`src/shared/msg_pkg.sv`:
```
// package for the motor supply guard and brake sequencer
// assumes a 100 MHz system clock and a synchronous active-low reset
package msg_pkg;
  // object dictionary indices and subindices
  localparam logic [15:0] IDX_UPPER_V   = 16'h2034;
  localparam logic [15:0] IDX_LOWER_V   = 16'h2035;
  localparam logic [15:0] IDX_IDLE_TIME = 16'h2036;
  localparam logic [15:0] IDX_RED_VALUE = 16'h2037;
  localparam logic [15:0] IDX_BRAKE     = 16'h2038;
  localparam logic [15:0] IDX_CURRENTS  = 16'h2039;
  localparam logic [7:0]  SUB_COUNT     = 8'h00;
  localparam logic [7:0]  SUB_CLOSE_DLY = 8'h01;
  localparam logic [7:0]  SUB_OFF_DLY   = 8'h02;
  localparam logic [7:0]  SUB_OPEN_DLY  = 8'h03;
  localparam logic [7:0]  SUB_START_DLY = 8'h04;
  localparam logic [7:0]  SUB_PWM_FREQ  = 8'h05;
  localparam logic [7:0]  SUB_PWM_DUTY  = 8'h06;
  localparam logic [31:0] BRAKE_ENTRIES = 32'h0000_0006;
  localparam logic [31:0] CURR_ENTRIES  = 32'h0000_0004;
  // values after reset
  localparam logic [31:0] RST_UPPER_V   = 32'h0000_DA5A;
  localparam logic [31:0] RST_LOWER_V   = 32'h0000_2710;
  localparam logic [31:0] RST_IDLE_TIME = 32'h0000_03E8;
  localparam logic [31:0] RST_RED_VALUE = 32'h0FFF_FFCE;
  localparam logic [31:0] RST_CLOSE_DLY = 32'h0000_03E8;
  localparam logic [31:0] RST_OFF_DLY   = 32'h0000_03E8;
  localparam logic [31:0] RST_OPEN_DLY  = 32'h0000_03E8;
  localparam logic [31:0] RST_START_DLY = 32'h0000_0000;
  localparam logic [31:0] RST_PWM       = 32'h0000_0000;
  // supply hysteresis in millivolts
  localparam logic [31:0] OV_HYST_MV    = 32'd2000;
  localparam logic [31:0] UV_HYST_MV    = 32'd1500;
  // brake pwm limits
  localparam logic [31:0] PWM_FREQ_MAX  = 32'd2000;
  localparam logic [31:0] PWM_DUTY_MIN  = 32'd2;
  localparam logic [31:0] PWM_DUTY_MAX  = 32'd100;
  localparam logic [6:0]  PWM_SLOTS     = 7'd100;
  // current reduction
  localparam int          OPEN_LOOP_BIT = 3;
  localparam logic [31:0] PCT_BASE      = 32'd100;
  localparam logic [31:0] PCT_MIN       = 32'hFFFF_FF9C;
  // peak = rms * sqrt(2), as a fixed point factor
  localparam logic [15:0] SQRT2_NUM     = 16'd23170;
  localparam int          SQRT2_SHIFT   = 14;
  // time base
  localparam int          CLK_PERIOD_NS = 10;
  localparam int          MS_NS         = 1000000;
  localparam int          MS_CYCLES     = MS_NS / CLK_PERIOD_NS;
  localparam logic [31:0] CLK_HZ        = 32'(1000000000 / CLK_PERIOD_NS);
  typedef enum logic [2:0] {
    ST_OFF, ST_RELEASE, ST_START, ST_RUN, ST_CLOSE, ST_POWEROFF
  } msg_seq_e;
endpackage : msg_pkg

```
`src/msg_supply_brake.sv`:
```
// supply supervision, standstill current reduction, brake sequencing and brake pwm
// assumes all inputs come from logic on ref_clk_i; dictionary port is single-cycle
//
// Overview of operation
// - supply above upper threshold: motor off, overvoltage
// - overvoltage clears below upper minus 2 V
// - supply below lower threshold: motor off, undervoltage
// - undervoltage clears above lower plus 1.5 V
// - reduction starts after programmed idle milliseconds
// - reduction only open loop and at standstill
// - non-negative value below rated is milliamperes
// - -1..-100 scales rated current by percent
// - brake delays counted in milliseconds
// - standstill, close-brake delay, then brake engages
// - brake engaged, power-off delay, then current off
// - current on, release delay, then brake opens
// - brake open, start delay, then operation enabled
// - pwm frequency follows setting, 0 to 2000 Hz
// - pwm duty follows setting, 0 or 2..100
// - currents reported as peak, rms times root two
`timescale 1ns/1ps
module msg_supply_brake
  import msg_pkg::*;
#(
  parameter int MS_CYC = MS_CYCLES
) (
  input  wire logic               ref_clk_i,
  input  wire logic               rst_b_i,
  input  wire logic               od_req_i,
  input  wire logic               od_wr_i,
  input  wire logic [15:0]        od_index_i,
  input  wire logic [7:0]         od_sub_i,
  input  wire logic [31:0]        od_wdata_i,
  output logic                    od_ack_o,
  output logic                    od_err_o,
  output logic [31:0]             od_rdata_o,
  input  wire logic [31:0]        supply_mv_i,
  input  wire logic [31:0]        drive_cfg_i,
  input  wire logic [31:0]        rated_ma_i,
  input  wire logic               motor_moving_i,
  input  wire logic               power_req_i,
  input  wire logic signed [31:0] i_d_rms_i,
  input  wire logic signed [31:0] i_q_rms_i,
  input  wire logic signed [31:0] i_a_rms_i,
  input  wire logic signed [31:0] i_b_rms_i,
  output logic                    motor_on_o,
  output logic                    brake_open_o,
  output logic                    brake_pwm_o,
  output logic                    op_enabled_o,
  output logic                    overvolt_o,
  output logic                    undervolt_o,
  output logic                    reduce_on_o,
  output logic [31:0]             current_set_o
);

  // settings
  logic [31:0] upper_reg, upper_next, lower_reg, lower_next;
  logic [31:0] idle_reg, idle_next, red_reg, red_next;
  logic [31:0] dly_reg [4];
  logic [31:0] dly_next [4];
  logic [31:0] freq_reg, freq_next, duty_reg, duty_next;
  logic        ack_next, err_next;
  logic [31:0] rdata_next;
  logic signed [31:0] peak_reg [4];

  always_comb begin
    upper_next = upper_reg;
    lower_next = lower_reg;
    idle_next  = idle_reg;
    red_next   = red_reg;
    dly_next   = dly_reg;
    freq_next  = freq_reg;
    duty_next  = duty_reg;
    ack_next   = od_req_i;
    err_next   = 1'b0;
    rdata_next = 32'h0000_0000;
    if (od_req_i) begin
      unique case (od_index_i)
        IDX_UPPER_V: begin
          rdata_next = upper_reg;
          if (od_wr_i) upper_next = od_wdata_i;
        end
        IDX_LOWER_V: begin
          rdata_next = lower_reg;
          if (od_wr_i) lower_next = od_wdata_i;
        end
        IDX_IDLE_TIME: begin
          rdata_next = idle_reg;
          if (od_wr_i) idle_next = od_wdata_i;
        end
        IDX_RED_VALUE: begin
          rdata_next = red_reg;
          if (od_wr_i) red_next = od_wdata_i;
        end
        IDX_BRAKE: begin
          unique case (od_sub_i)
            SUB_COUNT: begin
              rdata_next = BRAKE_ENTRIES;
              err_next   = od_wr_i;
            end
            SUB_CLOSE_DLY, SUB_OFF_DLY, SUB_OPEN_DLY, SUB_START_DLY: begin
              rdata_next = dly_reg[od_sub_i[1:0] - 2'd1];
              if (od_wr_i) dly_next[od_sub_i[1:0] - 2'd1] = od_wdata_i;
            end
            SUB_PWM_FREQ: begin
              rdata_next = freq_reg;
              if (od_wr_i && od_wdata_i > PWM_FREQ_MAX) err_next = 1'b1;
              else if (od_wr_i) freq_next = od_wdata_i;
            end
            SUB_PWM_DUTY: begin
              rdata_next = duty_reg;
              if (od_wr_i && ((od_wdata_i != 32'h0 && od_wdata_i < PWM_DUTY_MIN)
                              || od_wdata_i > PWM_DUTY_MAX)) err_next = 1'b1;
              else if (od_wr_i) duty_next = od_wdata_i;
            end
            default: err_next = 1'b1;
          endcase
        end
        IDX_CURRENTS: begin
          // read only object; writes answer with an error
          err_next = od_wr_i || od_sub_i > 8'h04;
          if (od_sub_i == SUB_COUNT) rdata_next = CURR_ENTRIES;
          else if (od_sub_i <= 8'h04) rdata_next = peak_reg[od_sub_i[1:0] - 2'd1];
        end
        default: err_next = 1'b1;
      endcase
    end
  end

  always_ff @(posedge ref_clk_i) begin
    if (!rst_b_i) begin
      upper_reg  <= RST_UPPER_V;
      lower_reg  <= RST_LOWER_V;
      idle_reg   <= RST_IDLE_TIME;
      red_reg    <= RST_RED_VALUE;
      dly_reg[0] <= RST_CLOSE_DLY;
      dly_reg[1] <= RST_OFF_DLY;
      dly_reg[2] <= RST_OPEN_DLY;
      dly_reg[3] <= RST_START_DLY;
      freq_reg   <= RST_PWM;
      duty_reg   <= RST_PWM;
      od_ack_o   <= 1'b0;
      od_err_o   <= 1'b0;
      od_rdata_o <= 32'h0000_0000;
    end else begin
      upper_reg  <= upper_next;
      lower_reg  <= lower_next;
      idle_reg   <= idle_next;
      red_reg    <= red_next;
      dly_reg    <= dly_next;
      freq_reg   <= freq_next;
      duty_reg   <= duty_next;
      od_ack_o   <= ack_next;
      od_err_o   <= err_next;
      od_rdata_o <= rdata_next;
    end
  end

  // peak currents, one multiplier per channel
  logic signed [31:0] rms_w [4];
  assign rms_w[0] = i_d_rms_i;
  assign rms_w[1] = i_q_rms_i;
  assign rms_w[2] = i_a_rms_i;
  assign rms_w[3] = i_b_rms_i;
  for (genvar g = 0; g < 4; g++) begin : g_peak
    logic signed [48:0] prod_w;
    assign prod_w = 49'(rms_w[g]) * $signed({1'b0, SQRT2_NUM});
    always_ff @(posedge ref_clk_i) begin
      if (!rst_b_i) peak_reg[g] <= 32'sh0000_0000;
      else peak_reg[g] <= 32'(prod_w >>> SQRT2_SHIFT);
    end
  end

  // supply supervision; a set always wins over the self-clear
  logic ov_next, uv_next;
  always_comb begin
    ov_next = overvolt_o;
    uv_next = undervolt_o;
    if (supply_mv_i < upper_reg - OV_HYST_MV) ov_next = 1'b0;
    if (supply_mv_i > upper_reg) ov_next = 1'b1;
    if (supply_mv_i > lower_reg + UV_HYST_MV) uv_next = 1'b0;
    if (supply_mv_i < lower_reg) uv_next = 1'b1;
  end

  // brake sequencer with its own millisecond prescaler, restarted on each step
  msg_seq_e    st_reg, st_next;
  logic [31:0] seq_pre_reg, seq_pre_next, seq_ms_reg, seq_ms_next;
  logic        fault_w, seq_tick_w, motor_next, brake_next, op_next;
  assign fault_w    = ov_next || uv_next;
  assign seq_tick_w = seq_pre_reg == 32'(MS_CYC - 1);
  always_comb begin
    st_next = st_reg;
    unique case (st_reg)
      ST_OFF:      if (power_req_i) st_next = ST_RELEASE;
      ST_RELEASE:  if (seq_ms_reg >= dly_reg[2]) st_next = ST_START;
      ST_START:    if (seq_ms_reg >= dly_reg[3]) st_next = ST_RUN;
      ST_RUN:      if (!power_req_i && !motor_moving_i) st_next = ST_CLOSE;
      ST_CLOSE:    if (seq_ms_reg >= dly_reg[0]) st_next = ST_POWEROFF;
      ST_POWEROFF: if (seq_ms_reg >= dly_reg[1]) st_next = ST_OFF;
    endcase
    // supply errors drop the motor at once, no brake grace time
    if (fault_w) st_next = ST_OFF;
    seq_pre_next = (st_next != st_reg || seq_tick_w) ? 32'h0 : seq_pre_reg + 32'h1;
    if (st_next != st_reg) seq_ms_next = 32'h0;
    else if (seq_tick_w && seq_ms_reg != 32'hFFFF_FFFF) seq_ms_next = seq_ms_reg + 32'h1;
    else seq_ms_next = seq_ms_reg;
    motor_next = st_next != ST_OFF;
    brake_next = st_next inside {ST_START, ST_RUN, ST_CLOSE};
    op_next    = st_next == ST_RUN;
  end

  // standstill idle timer and current reduction
  logic [31:0] idle_pre_reg, idle_pre_next, idle_ms_reg, idle_ms_next;
  logic        reduce_next;
  logic [6:0]  pct_w;
  logic [38:0] scaled_w;
  logic [31:0] cur_next;
  always_comb begin
    idle_pre_next = (motor_moving_i || idle_pre_reg == 32'(MS_CYC - 1)) ? 32'h0
                    : idle_pre_reg + 32'h1;
    if (motor_moving_i) idle_ms_next = 32'h0;
    else if (idle_pre_reg == 32'(MS_CYC - 1) && idle_ms_reg != 32'hFFFF_FFFF)
      idle_ms_next = idle_ms_reg + 32'h1;
    else idle_ms_next = idle_ms_reg;
    reduce_next = drive_cfg_i[OPEN_LOOP_BIT] && !motor_moving_i
                  && idle_ms_reg >= idle_reg;
    pct_w    = 7'(red_reg + PCT_BASE);
    scaled_w = 39'(rated_ma_i) * 39'(pct_w);
    cur_next = rated_ma_i;
    if (reduce_next) begin
      if (!red_reg[31] && red_reg < rated_ma_i) cur_next = red_reg;
      else if (red_reg[31] && red_reg >= PCT_MIN)
        cur_next = 32'(scaled_w / 39'(PCT_BASE));
    end
  end

  // brake pwm: 100 duty slots stepped at freq*100 by a phase accumulator
  logic [31:0] acc_reg, acc_next, acc_sum_w;
  logic [6:0]  slot_reg, slot_next;
  logic        pwm_next;
  always_comb begin
    acc_sum_w = acc_reg + 32'(freq_reg * PCT_BASE);
    acc_next  = acc_sum_w;
    slot_next = slot_reg;
    if (acc_sum_w >= CLK_HZ) begin
      acc_next  = acc_sum_w - CLK_HZ;
      slot_next = (slot_reg == PWM_SLOTS - 7'd1) ? 7'd0 : slot_reg + 7'd1;
    end
    // zero frequency or zero duty leaves the brake coil fully driven
    if (freq_reg == 32'h0 || duty_reg == 32'h0) pwm_next = brake_next;
    else pwm_next = brake_next && 32'(slot_reg) < duty_reg;
  end

  always_ff @(posedge ref_clk_i) begin
    if (!rst_b_i) begin
      st_reg        <= ST_OFF;
      seq_pre_reg   <= 32'h0;
      seq_ms_reg    <= 32'h0;
      idle_pre_reg  <= 32'h0;
      idle_ms_reg   <= 32'h0;
      acc_reg       <= 32'h0;
      slot_reg      <= 7'h0;
      motor_on_o    <= 1'b0;
      brake_open_o  <= 1'b0;
      op_enabled_o  <= 1'b0;
      brake_pwm_o   <= 1'b0;
      overvolt_o    <= 1'b0;
      undervolt_o   <= 1'b0;
      reduce_on_o   <= 1'b0;
      current_set_o <= 32'h0;
    end else begin
      st_reg        <= st_next;
      seq_pre_reg   <= seq_pre_next;
      seq_ms_reg    <= seq_ms_next;
      idle_pre_reg  <= idle_pre_next;
      idle_ms_reg   <= idle_ms_next;
      acc_reg       <= acc_next;
      slot_reg      <= slot_next;
      motor_on_o    <= motor_next;
      brake_open_o  <= brake_next;
      op_enabled_o  <= op_next;
      brake_pwm_o   <= pwm_next;
      overvolt_o    <= ov_next;
      undervolt_o   <= uv_next;
      reduce_on_o   <= reduce_next;
      current_set_o <= cur_next;
    end
  end
endmodule : msg_supply_brake

```
`config.mk`:
```
export PLATFORM = sky130hd
export DESIGN_NAME = msg_supply_brake
export DESIGN_NICKNAME = d
export VERILOG_FILES = /design/src/shared/msg_pkg.sv /design/src/msg_supply_brake.sv
export SDC_FILE = /design/constraint.sdc
export NUM_CORES = 2
export LEC_CHECK = 0
export BUFFER_PORTS_ARGS = -buffer_cell sky130_fd_sc_hd__buf_4
export CAP_MARGIN = 20
export CORE_MARGIN = 5
export CORE_UTILIZATION = 58
export DETAILED_ROUTE_END_ITERATION = 8
export PLACE_DENSITY = 0.78
export SYNTH_ARGS = -nofsm -noshare
export SYNTH_HDL_FRONTEND = slang
export SYNTH_SLANG_ARGS = --single-unit
```
`constraint.sdc`:
```
create_clock -name ref_clk_i -period 27.2 [get_ports ref_clk_i]
set_input_delay 2.72 -clock ref_clk_i [delete_from_list [all_inputs] [get_ports ref_clk_i]]
set_output_delay 2.72 -clock ref_clk_i [all_outputs]
set_load 0.02 [all_outputs]
```
==> metrics <==
result of the run=completed; Worst EP arrival=26720 ps; most frequent standard cell in the layout excluding fill and tap cells=sky130_fd_sc_hd__inv_1; Critical Path Fanout Max=11; fillers=10.9k; Post-DP HPWL=194 mm; chip width=380 um; die height=380 um; total setup violations reported at the end of the flow=0; Critical Path RT=27730 ps; number of global-route vias before repair=70.0k; post-synthesis instance area=79600 um^2; total die area=145000 um^2; DRC=0; clock insertion delay at the later pin of the skew report=660 ps; cell depth of the worst flop-to-flop path=104; proportion of netlist area held by the largest area contributor=0.212; clock tree from TritonCTS=built; critical path's most frequent cell=sky130_fd_sc_hd__buf_4; CTS clock-pin slew for the worst setup and hold paths=50 ps; count of flip-flops with a built-in enable after synthesis=0; synthesized area per cell=8.70 um^2; fraction of final layout cells sized beyond drive strength 1=0.133; sort of element at the end of the critical path=flip-flop; synthesized netlist cell count=9153; post-synthesis net count=11.5k; number of CTS-inserted buffers=77; total routed wirelength=241 mm; post-layout net count=12.0k; core area=137000 um^2; number of vias in the routed layout=68.4k; post-route worst hold slack=466 ps; Synth Flop Type=sky130_fd_sc_hd__dfxtp_1; Top-Level Pins=359; post-DR wirelength/cell=20.8 um; residual antenna-violating net count after detailed routing=0; drt via density=5.90; overall global routing resource usage=0.326; iteration count of the initial detailed-routing pass=6; number of distinct library cells after synthesis=130; leading cell types by total area after synthesis=sky130_fd_sc_hd__ha_1 21%, sky130_fd_sc_hd__dfxtp_1 17%, sky130_fd_sc_hd__fa_1 17%; count of clock tree sinks=689; Final Critical Period=26190 ps; weighted congestion reported at the end of routability-driven placement=1.03; slew at the pin closest to its max-slew limit=1190 ps; Overflow after GRT=0; number of instances in the placed design=11.4k; maximum number of pins on one net before global-route repair=194; highest-count cells in the layout ignoring fill and taps=1489 x sky130_fd_sc_hd__inv_1, 1349 x sky130_fd_sc_hd__ha_1, 885 x sky130_fd_sc_hd__nand2_1, 807 x sky130_fd_sc_hd__buf_4, 689 x sky130_fd_sc_hd__dfxtp_1; Setup Crit Path Kind=in2reg; root buf cell=sky130_fd_sc_hd__clkbuf_16; Port Buf Inserts=327; CP max stage cell=sky130_fd_sc_hd__or4_1; Longest Clk Path Bufs=3; post-route clock skew=39.9 ps; largest stage delay on the critical path=580 ps; number of endpoints with negative hold slack in the final report=0; Synth Warn #=0; number of synthesized register bits=689; H-tree level count=3; startpoint types=primary input; part of the Yosys area used for sequential elements=0.173; Final Cycle Share=0.963; final max-slew violation count=0; class of the tightest hold or removal check=reg2reg; worst hold path stage count=1; Achievable Freq=0.0382 GHz; relative slew slack=0.207; Core Rows=136; wire length of the first global-routing pass=378 mm; Layout area overhead=13.7%; ys async rst share=0; number of antenna violations at the first check in global routing=28; non-filler instance count after layout=11.6k; total of max-cap violations=0; Iteration-0 DRC Markers=5274; post-synth top area cell=sky130_fd_sc_hd__ha_1; initial cell density of the core=0.581
==> synthesized netlist by cell type (all sizes together), types with 10 or more instances <==
cell type / n
a31oi: 35
o31a: 15
a32oi: 10
or2: 21
o32ai: 11
a211o: 18
a2111oi: 20
nand4: 104
or4: 16
nor3: 76
a211oi: 28
inv: 1493
a22oi: 61
nor2b: 95
xor2: 269
o211a: 14
ha: 1352
o21bai: 59
a21o: 50
o211ai: 87
fa: 662
xnor2: 224
nor4: 55
and3: 108
a221oi: 55
o31ai: 32
o21a: 27
a21oi: 690
o21ai: 232
nand2: 890
and2: 117
o221ai: 15
buf: 54
mux4: 96
or3: 28
mux2i: 36
dfxtp: 689
o2111ai: 14
nand2b: 113
o22ai: 22
nor2: 588
clkbuf: 265
nand3: 153
==> what timing repair did <==
| item | in CTS | in global routing |
|---|---|---|
| hold buffers | 0 | 0 |
| setup endpoints to repair | 0 | 4 |
| gates resized for setup | 0 | 160 |
| setup buffers | 0 | 22 |
==> layer usage <==
layer  wire (um)  share of wire  up-vias  track usage
met4       17300          0.072       16        0.191
met3       21200          0.088      745       0.0734
met1       91700           0.38    33100        0.392
met2      111000           0.46     2687        0.536
met5          97        0.00040        -            0
li1            -              -    31900            -
==> logic make-up after synthesis <==
| kind of cell | after synthesis | synth area share |
|---|---|---|
| AND/OR/NAND/NOR | 2391 | 0.140 |
| adder cells (fa/ha/maj) | 2021 | 0.380 |
| buffers and inverters | 1812 | 0.0863 |
| AO/OA/AOI/OAI | 1606 | 0.133 |
| flip-flops | 689 | 0.173 |
| XOR/XNOR | 493 | 0.0547 |
| multiplexers | 141 | 0.0333 |
==> final cells by class <==
| cell class | instances | area (um^2) | area share |
|---|---|---|---|
| multi-input combinational | 6652 | 59900 | 0.661 |
| timing repair buffer | 813 | 6180 | 0.0682 |
| tap | 1794 | 2240 | 0.0248 |
| antenna | 20 | 50.0 | 0.000553 |
| clock buffer | 99 | 2180 | 0.0241 |
| inverter | 1493 | 5610 | 0.0620 |
| clock inverter | 40 | 597 | 0.00659 |
| sequential | 689 | 13800 | 0.152 |
==> path summary, 6_finish.rpt <==
check | from | endpoint | slack, ps
worst max-delay path | rated_ma_i[10] | current_set_o[1] | 1010
worst min-delay path | idle_pre_reg[0] | idle_pre_reg[0] | 470
worst max register to register | red_reg[3] | current_set_o[1] | 1330
worst min register to register | idle_pre_reg[0] | idle_pre_reg[0] | 470
==> critical path: cells and delay by family <==
family | cells | cell delay [ps]
buf+inv | 21 | 2940
simple gates | 17 | 4170
mux | 2 | 650
compound gates | 55 | 12370
fa+ha+maj | 7 | 3160
xor+xnor | 3 | 600
==> metrics by stage <==
step / instance area [um^2] / utilization / worst slack, ps / TNS, ps
after floorplan: 79600 / - / 1690 / 0
after global placement: 86600 / 0.632 / -60.9 / -112
after detailed placement: 86600 / 0.633 / -434 / -851
after CTS: 89400 / 0.653 / 123 / 0
after global routing: 90500 / 0.661 / -179 / -347
final: 90500 / 0.661 / 1010 / 0
Power is not shown: default switching activity piles up to over one toggle a cycle in this logic, so the estimate is an artifact.
